### src/ifw_map.svh
// Offsets, encodings, reset values and timing counts of the interlock watchdog node
`ifndef IFW_MAP_SVH
`define IFW_MAP_SVH

// ----------------------------------------------------------------------------
// Dataway function codes and subaddresses
// ----------------------------------------------------------------------------
`define IFW_FN_READ         5'h00
`define IFW_FN_WRITE        5'h10
`define IFW_FN_RESET        5'h09
`define IFW_SA_FAULT        4'h0
`define IFW_SA_NOP          4'h0
`define IFW_SA_MASK         4'h1
`define IFW_SA_LOOP         4'h3

// ----------------------------------------------------------------------------
// Field positions and reset values
// ----------------------------------------------------------------------------
`define IFW_WD_BIT          15
`define IFW_LINE_BIT        0
`define IFW_CHAN_MSB        14
`define IFW_FAULT_RST       16'h0000
`define IFW_MASK_RST        16'h0000
`define IFW_LOOP_RST        16'h0000
`define IFW_ZERO16          16'h0000

// ----------------------------------------------------------------------------
// Timing
// ----------------------------------------------------------------------------
`define IFW_CLK_HZ          125000000
`define IFW_PERMIT_HZ       5000000
`define IFW_DIV_CYCLES      (`IFW_CLK_HZ / `IFW_PERMIT_HZ)
`define IFW_DIV_HALF        (`IFW_DIV_CYCLES / 2)
`define IFW_WD_BASE_TICKS   32768
`define IFW_WD_CNT_W        31

`endif

### src/ifw_pkg.sv
// Types shared by the interlock watchdog node modules
package ifw_pkg;

    // ------------------------------------------------------------------------
    // Dataway command and answer
    // ------------------------------------------------------------------------
    typedef struct packed {
        logic        valid;
        logic [4:0]  func;
        logic [3:0]  sub;
        logic [15:0] wdata;
    } ifw_cmd_t;

    typedef struct packed {
        logic        valid;
        logic        q;
        logic        x;
        logic [15:0] rdata;
    } ifw_rsp_t;

    // ------------------------------------------------------------------------
    // Permission latch
    // ------------------------------------------------------------------------
    typedef enum logic [0:0] {
        IFW_PERMIT  = 1'b0,
        IFW_TRIPPED = 1'b1
    } ifw_state_t;

endpackage : ifw_pkg

### src/ifw_node.sv
// Interlock node: dataway registers, fault latch, permission outputs, watchdog
//
// Function
// The loopback register returns exactly what was last written to it.
// A write to subaddress 1 sets every mask output to the written bit level.
// Mask bits 1 to 15 drive a primary and a backup output, bit 0 only one.
// A read at subaddress 0 returns faults, watchdog on top, shared line at bottom.
// With no masks and no permissions, a reset leaves every input fault bit set.
// Any access, even the status read, clears the watchdog condition.
// The shared line fault bit is set only when that line is grounded outside.
// With all inputs masked, two reset commands leave the fault register clear.
// The switch value picks a timeout doubling from 6.55 ms up to 214.7 s.
// The watchdog counts on the node's own 5 MHz permission tick.
// Every dataway command of any function zeroes the watchdog count.
// A watchdog timeout removes permission and flags the fault register.
// A removed permission stays latched until a reset command arrives.
// The timeout is 32768 ticks times two to the switch value.
`timescale 1ns/100ps
`default_nettype none
`include "ifw_map.svh"

module ifw_node
    import ifw_pkg::*;
#(
    parameter int unsigned WD_BASE_TICKS = `IFW_WD_BASE_TICKS
) (
    input  wire logic             clk,                   // System clock, 125 MHz
    input  wire logic             sys_rst,               // Synchronous reset
    input  wire ifw_pkg::ifw_cmd_t cmd,                  // Dataway command
    output ifw_pkg::ifw_rsp_t     rsp,                   // Dataway answer
    input  wire logic [14:1]      chan_permit,           // Input has permission
    input  wire logic [3:0]       timeout_sel,           // Watchdog switch value
    input  wire logic             shared_line_i,         // Backplane line level
    output logic                  shared_line_o,         // Backplane line drive value
    output logic                  shared_line_oe,        // Backplane line pulled low
    output logic                  shutdown_interlock,    // Permission pulse train
    output logic                  auxiliary_permit_output, // Local permission copy
    output logic                  timer_trip_output,     // Watchdog tripped
    output logic [15:0]           mask_pri,              // Mask outputs, primary
    output logic [15:1]           mask_bak               // Mask outputs, backup
);

    import ifw_pkg::*;

    // ------------------------------------------------------------------------
    // Declarations
    // ------------------------------------------------------------------------
    ifw_state_t    state_reg;
    ifw_state_t    state_next;
    logic [15:0]   fault_reg;
    logic [15:0]   fault_next;
    logic [15:0]   mask_reg;
    logic [15:0]   mask_next;
    logic [15:0]   loop_reg;
    logic [15:0]   loop_next;
    ifw_rsp_t      rsp_reg;
    ifw_rsp_t      rsp_next;
    logic [4:0]    div_reg;
    logic [4:0]    div_next;
    logic          phase_reg;
    logic          phase_next;
    logic          perm_reg;
    logic          perm_next;
    logic          aux_reg;
    logic          aux_next;
    logic          trip_out_reg;
    logic          trip_out_next;
    logic          line_oe_reg;
    logic          line_oe_next;
    logic          line_o_reg;
    logic [15:0]   mask_pri_reg;
    logic [15:0]   mask_pri_next;
    logic [15:1]   mask_bak_reg;
    logic [15:1]   mask_bak_next;
    logic          tick;
    logic          wd_trip;
    logic          access;
    logic          line_fault;
    logic [14:0]   chan_fault;
    logic          raw_fault;
    logic [15:0]   snapshot;
    logic          do_read;
    logic          do_wmask;
    logic          do_wloop;
    logic          do_nop;
    logic          do_reset;
    logic          known;

    // Matches one function code and subaddress of the current command
    function automatic logic is_cmd(
        input ifw_cmd_t   c,
        input logic [4:0] f,
        input logic [3:0] a
    );
        is_cmd = c.valid && (c.func == f) && (c.sub == a);
    endfunction : is_cmd

    // ------------------------------------------------------------------------
    // Command decode
    // ------------------------------------------------------------------------
    always_comb
    begin
        access   = cmd.valid;
        do_read  = is_cmd(cmd, `IFW_FN_READ, `IFW_SA_FAULT)
                 | is_cmd(cmd, `IFW_FN_READ, `IFW_SA_MASK)
                 | is_cmd(cmd, `IFW_FN_READ, `IFW_SA_LOOP);
        do_nop   = is_cmd(cmd, `IFW_FN_WRITE, `IFW_SA_NOP);
        do_wmask = is_cmd(cmd, `IFW_FN_WRITE, `IFW_SA_MASK);
        do_wloop = is_cmd(cmd, `IFW_FN_WRITE, `IFW_SA_LOOP);
        do_reset = is_cmd(cmd, `IFW_FN_RESET, `IFW_SA_FAULT);
        known    = do_read | do_nop | do_wmask | do_wloop | do_reset;
    end

    // ------------------------------------------------------------------------
    // Permission tick, 5 MHz square wave from the system clock
    // ------------------------------------------------------------------------
    always_comb
    begin
        tick     = (div_reg == 5'(`IFW_DIV_CYCLES - 1));
        div_next = tick ? 5'h00 : div_reg + 5'h01;
        // Odd divide ratio gives a 12/13 split, well inside 40-60 percent duty
        phase_next = (div_next < 5'(`IFW_DIV_HALF));
    end

    always_ff @(posedge clk)
    begin
        if (sys_rst)
        begin
            div_reg   <= 5'h00;
            phase_reg <= 1'b0;
        end
        else
        begin
            div_reg   <= div_next;
            phase_reg <= phase_next;
        end
    end

    // ------------------------------------------------------------------------
    // Watchdog
    // ------------------------------------------------------------------------
    ifw_watchdog #(
        .BASE_TICKS (WD_BASE_TICKS)
    ) u_watchdog (
        .clk     (clk),
        .sys_rst (sys_rst),
        .tick    (tick),
        .clear   (access),
        .sel     (timeout_sel),
        .trip    (wd_trip)
    );

    // ------------------------------------------------------------------------
    // Fault detection
    // ------------------------------------------------------------------------
    always_comb
    begin
        // Own low drive is excluded, so only an outside short counts
        line_fault = ~shared_line_i & ~line_oe_reg;
        chan_fault = {~chan_permit, line_fault} & ~mask_reg[`IFW_CHAN_MSB:0];
        raw_fault  = (|chan_fault) | wd_trip;
        snapshot   = {wd_trip, chan_fault};
    end

    // ------------------------------------------------------------------------
    // Fault latch and fault register
    // ------------------------------------------------------------------------
    always_comb
    begin
        state_next = state_reg;
        fault_next = fault_reg;
        case (state_reg)
            IFW_PERMIT:
            begin
                if (raw_fault)
                begin
                    state_next = IFW_TRIPPED;
                    fault_next = snapshot;
                end
                else if (do_reset)
                begin
                    fault_next = `IFW_FAULT_RST;
                end
            end
            IFW_TRIPPED:
            begin
                // Release only; a fault still present relatches and restrobes
                if (do_reset)
                    state_next = IFW_PERMIT;
            end
            default:
            begin
                state_next = IFW_TRIPPED;
            end
        endcase
        // Access clears the watchdog flag; a fresh capture of a trip wins
        if (access && !(state_reg == IFW_PERMIT && raw_fault && wd_trip))
            fault_next[`IFW_WD_BIT] = 1'b0;
    end

    always_ff @(posedge clk)
    begin
        if (sys_rst)
        begin
            state_reg <= IFW_PERMIT;
            fault_reg <= `IFW_FAULT_RST;
        end
        else
        begin
            state_reg <= state_next;
            fault_reg <= fault_next;
        end
    end

    // ------------------------------------------------------------------------
    // Mask and loopback registers
    // ------------------------------------------------------------------------
    always_comb
    begin
        mask_next     = do_wmask ? cmd.wdata : mask_reg;
        loop_next     = do_wloop ? cmd.wdata : loop_reg;
        mask_pri_next = mask_next;
        mask_bak_next = mask_next[15:1];
    end

    always_ff @(posedge clk)
    begin
        if (sys_rst)
        begin
            mask_reg     <= `IFW_MASK_RST;
            loop_reg     <= `IFW_LOOP_RST;
            mask_pri_reg <= `IFW_MASK_RST;
            mask_bak_reg <= 15'(`IFW_MASK_RST >> 1);
        end
        else
        begin
            mask_reg     <= mask_next;
            loop_reg     <= loop_next;
            mask_pri_reg <= mask_pri_next;
            mask_bak_reg <= mask_bak_next;
        end
    end

    // ------------------------------------------------------------------------
    // Dataway answer
    // ------------------------------------------------------------------------
    always_comb
    begin
        rsp_next.valid = cmd.valid;
        rsp_next.q     = known;
        rsp_next.x     = known;
        rsp_next.rdata = `IFW_ZERO16;
        if (do_read)
        begin
            case (cmd.sub)
                `IFW_SA_FAULT: rsp_next.rdata = fault_next;
                `IFW_SA_MASK:  rsp_next.rdata = mask_reg;
                `IFW_SA_LOOP:  rsp_next.rdata = loop_reg;
                default:       rsp_next.rdata = `IFW_ZERO16;
            endcase
        end
    end

    always_ff @(posedge clk)
    begin
        if (sys_rst)
        begin
            rsp_reg <= '0;
        end
        else
        begin
            rsp_reg <= rsp_next;
        end
    end

    // ------------------------------------------------------------------------
    // Permission outputs
    // ------------------------------------------------------------------------
    always_comb
    begin
        // On a trip the permit and aux outputs freeze at the level seen then and the line is pulled low
        if (state_next == IFW_PERMIT)
        begin
            perm_next    = phase_next;
            // Line let go for a cycle on release so the relatch sees an outside short
            line_oe_next = ~phase_next & (state_reg == IFW_PERMIT);
        end
        else
        begin
            perm_next    = perm_reg;
            line_oe_next = 1'b1;
        end
        aux_next      = perm_next;
        trip_out_next = wd_trip;
    end

    always_ff @(posedge clk)
    begin
        if (sys_rst)
        begin
            perm_reg     <= 1'b0;
            aux_reg      <= 1'b0;
            trip_out_reg <= 1'b0;
            line_oe_reg  <= 1'b0;
            line_o_reg   <= 1'b0;
        end
        else
        begin
            perm_reg     <= perm_next;
            aux_reg      <= aux_next;
            trip_out_reg <= trip_out_next;
            line_oe_reg  <= line_oe_next;
            line_o_reg   <= 1'b0;
        end
    end

    // ------------------------------------------------------------------------
    // Output ports
    // ------------------------------------------------------------------------
    assign rsp                     = rsp_reg;
    assign shutdown_interlock      = perm_reg;
    assign auxiliary_permit_output = aux_reg;
    assign timer_trip_output       = trip_out_reg;
    assign shared_line_o           = line_o_reg;
    assign shared_line_oe          = line_oe_reg;
    assign mask_pri                = mask_pri_reg;
    assign mask_bak                = mask_bak_reg;

endmodule : ifw_node

`default_nettype wire

### src/ifw_watchdog.sv
// Access watchdog counted on the 5 MHz permission tick
`timescale 1ns/100ps
`default_nettype none
`include "ifw_map.svh"

module ifw_watchdog #(
    parameter int unsigned BASE_TICKS = `IFW_WD_BASE_TICKS
) (
    input  wire logic       clk,     // System clock
    input  wire logic       sys_rst, // Synchronous reset
    input  wire logic       tick,    // One cycle per permission period
    input  wire logic       clear,   // Dataway access seen
    input  wire logic [3:0] sel,     // Timeout switch value
    output logic            trip     // Timeout reached
);

    logic [`IFW_WD_CNT_W-1:0] count_reg;
    logic [`IFW_WD_CNT_W-1:0] count_next;
    logic                     trip_reg;
    logic                     trip_next;
    logic [`IFW_WD_CNT_W-1:0] limit;
    logic                     hit;

    // Limit doubles per switch step; base count gives the shortest timeout
    function automatic logic [`IFW_WD_CNT_W-1:0] wd_limit(input logic [3:0] s);
        wd_limit = `IFW_WD_CNT_W'(BASE_TICKS) << s;
    endfunction : wd_limit

    // ------------------------------------------------------------------------
    // Counter
    // ------------------------------------------------------------------------
    always_comb
    begin
        limit      = wd_limit(sel);
        hit        = tick && !trip_reg && (count_reg == limit - `IFW_WD_CNT_W'(1));
        count_next = count_reg;
        if (clear)
            count_next = '0;
        else if (tick && !trip_reg)
            count_next = count_reg + `IFW_WD_CNT_W'(1);
        // Set wins over a clear in the same cycle, so a trip is never lost
        trip_next  = hit | (trip_reg & ~clear);
    end

    always_ff @(posedge clk)
    begin
        if (sys_rst)
        begin
            count_reg <= '0;
            trip_reg  <= 1'b0;
        end
        else
        begin
            count_reg <= count_next;
            trip_reg  <= trip_next;
        end
    end

    assign trip = trip_reg;

endmodule : ifw_watchdog

`default_nettype wire

### config.mk
export PLATFORM = sky130hd
export DESIGN_NAME = ifw_node
export DESIGN_NICKNAME = d
export VERILOG_FILES = /design/src/ifw_pkg.sv /design/src/ifw_node.sv /design/src/ifw_watchdog.sv
export VERILOG_INCLUDE_DIRS = /design/src /design/src/src
export SDC_FILE = /design/constraint.sdc
export NUM_CORES = 1
export LEC_CHECK = 0
export CORE_MARGIN = 5
export CORE_UTILIZATION = 57
export DETAILED_ROUTE_END_ITERATION = 10
export DONT_BUFFER_PORTS = 1
export PLACE_DENSITY = 0.75
export SLEW_MARGIN = 20
export SYNTH_ARGS = -nofsm -noshare
export SYNTH_HDL_FRONTEND = slang
export SYNTH_SLANG_ARGS = --single-unit
### constraint.sdc
create_clock -name clk -period 2.5 [get_ports clk]
set_input_delay 0.375 -clock clk [delete_from_list [all_inputs] [get_ports clk]]
set_output_delay 0.375 -clock clk [all_outputs]
set_load 0.02 [all_outputs]
==> results.toml <==
[clock_tree]
cts_tree = "built"
postCtsSetupBuffers = 0
clock_path_buffers = 2
cts_buffers = 9
cts_sinks = 107
clock_latency_ns = 0.38
cts_root_buf = "clkbuf_8"
ctsHoldBuffers = 0
htreeDepth = 3
cts_resized = 0
cts.clk_slew.worst_paths_ns = 0.12

[yosys]
synth_area_mm2 = 0.005124
yosysSeqAreaShare_pct = 41.81
yosys.area.top_type = "dfxtp_1"
avgSynthCellArea_um2 = 8.626
synth_cells = 594
synth_top_area_share_pct = 41.81
ys_async_sr_fraction_pct = 0
yosys_warnings = 0
ys_top_cells_by_area = "dfxtp_1 42%, nor2_1 7.8%, mux2i_1 6.6%"
synth_edf_count = 0
syn_nets = 645
synth-main-ff-cell = "dfxtp_1"
synth_cell_types = 66
ys_seq_elements = 107

[layout]
layout.nets = 627
final_cell_mix = "107 x dfxtp_1, 106 x nor2_1, 43 x a21oi_1"
drive_gt1_share_pct = 10.15
largest_register_ff_count = 31
syn2layout_area_growth_pct = 4.176
antenna_cells = 0
layout_commonest_cell = "dfxtp_1"
fillers = 798

[global_routing]
grt_first_pass_wirelength_um = 19760
antenna_found_initial = 0
grt_pass1_vias = 3909
grt-ovfl-total = 0
gr-usage-all-layers_pct = 21.66
grt_max_degree = 60

[min_path]
hp-class = "in2reg"
worstHoldPathCells = 1
hold_end = "mask_pri[2]$_SDFFE_PP0P_"
worstHoldStart = "sys_rst"

[critical_path]
rr_worst_depth = 6
r2r-start = "u_watchdog.count_reg[18]$_SDFFE_PP0P_"
critPathArrivalTime_ns = 2.36
crit_start = "u_watchdog.count_reg[18]$_SDFFE_PP0P_"
criticalPathCategory = "reg2reg"
critPathLaunchType = "register"
crit_fanout = 7
timing.rr.end = "u_watchdog.count_reg[28]$_SDFFE_PP0P_"
cp_data_required_time_ns = 2.74
ff2ff_setup_slack_ns = 0.38
crit_path_end_kind = "register"

[timing]
setup_viol = 0
hold_viol = 0
maxSlewHeadroom_pct = 48.78
drv_slew = 0
max_freq_ghz = 0.4721
tightest_slew_ns = 0.7682
rsz0062_at_grt = "false"
finalCriticalPeriod_ns = 2.118
finClkSkew_ns = 0.01480
tns_ns = 0
timing.final.ws_setup_ns = 0.3818
post-route-period-util_pct = 84.73

[routing]
ant_nets = 0
vias_per_cell = 6.030
drtPass1Iterations = 5
drc_errors = 0
drt-total-wl_um = 12160
via_count = 4155
drtIter0Drc = 325
wire_per_inst_um = 17.65

[placed_design]
portBuffers = 0
gp_congestion = 0.8179
place_ws_ns = 0.1110
dp_hpwl_um = 8542

[power_and_ir_drop]
power_leakage_uw = 0.002067
ir_worst_vdd_mv = 0.3322
power_density_mw_per_mm2 = 552.8

[floorplanning]
die_area_mm2 = 0.01099
start_util_pct = 58.75
num_rows = 34
die_x_um = 104.8
io_pins = 102
fp.dieH_um = 104.8
core_mm2 = 0.008721

[job]
maxCapViolations = 0

[outcome]
status = "completed"
-- worst max-delay path, stage by stage (launching register included) --
cell     delay, ns
dfxtp_1       0.52
and4_1        0.29
nand4_1       0.17
nor4_1        0.62
nand4_1       0.18
xor2_1        0.16
nor2_1        0.05
-- cell families after synthesis --
group                    Yosys count  synth area share (%)
AO/OA/AOI/OAI                    100                 12.70
XOR/XNOR                          39                 6.667
adder cells (fa/ha/maj)            4                0.9768
buffers and inverters             64                 6.594
flip-flops                       107                 41.81
multiplexers                      34                 6.642
other                              1               0.07319
AND/OR/NAND/NOR                  245                 24.54
-- how the worst max path moves through the flow --
stage,to,slack [ns],cells past startpoint
5_1_grt,u_watchdog.count_reg[28]$_SDFFE_PP0P_,0.18,6
6_report,u_watchdog.count_reg[28]$_SDFFE_PP0P_,0.38,6
4_1_cts,u_watchdog.count_reg[28]$_SDFFE_PP0P_,0.43,6
2_1_floorplan,u_watchdog.trip$_SDFF_PP0_,0.09,11
3_3_place_gp,u_watchdog.trip$_SDFF_PP0_,0.16,9
3_5_place_dp,u_watchdog.trip$_SDFF_PP0_,0.11,9
-- cell usage after synthesis, types with 3 or more instances --
master	n
nand3_2	3
clkbuf_1	15
dfxtp_1	107
xor2_1	22
nand4_1	9
nand2b_1	3
o22ai_1	5
nand2_1	22
mux2i_1	34
xnor2_1	17
or3_1	6
nor3_1	20
nor4_1	6
ha_1	4
buf_2	12
inv_1	13
a21oi_1	43
o21ai_0	18
nor2_1	106
and3_1	4
nor2b_1	8
buf_4	22
a222oi_1	16
nand3_1	30
-- layout make-up --
| class | count | area, um^2 | area share [%] |
|---|---|---|---|
| Multi-Input combinational cell | 423 | 2646 | 49.58 |
| Sequential cell | 107 | 2142 | 40.13 |
| Timing Repair Buffer | 22 | 165.2 | 3.094 |
| Clock buffer | 10 | 137.6 | 2.579 |
| Tap cell | 108 | 135.1 | 2.532 |
| Clock inverter | 6 | 62.56 | 1.172 |
| Inverter | 13 | 48.80 | 0.9142 |
-- routing by layer --
metal	wire (um)	track usage [%]	vias up	share of wire, %
met5	0	0	-	0
met4	148	7.032	0	1.2
met3	900	4.007	12	7.4
met2	6062	36.92	151	50
met1	5051	27.68	1953	42
li1	-	-	2039	-
-- metrics by stage --
| stage | std cells | util, % | hold WS [ns] | area [um^2] | power, uW |
|---|---|---|---|---|---|
| floorplan | 594 | - | 0.4297 | 5145 | 1926 |
| global placement | 673 | 58.91 | 0.4365 | 5137 | 1926 |
| detailed placement | 673 | 58.91 | 0.4449 | 5137 | 1930 |
| CTS | 689 | 61.21 | 0.05177 | 5338 | 2965 |
| global route | 689 | 61.21 | 0.03878 | 5338 | 3056 |
| finish | 689 | 61.21 | 0.05857 | 5338 | 2951 |
-- report_power, final --
group | switching (uW) | leakage, uW | internal [uW]
Combinational | 86.3 | 0.00110 | 64.1
Clock | 641 | 0.000103 | 418
Sequential | 17.4 | 0.000866 | 1720
Note: power is estimated with default switching activity, not from simulation.
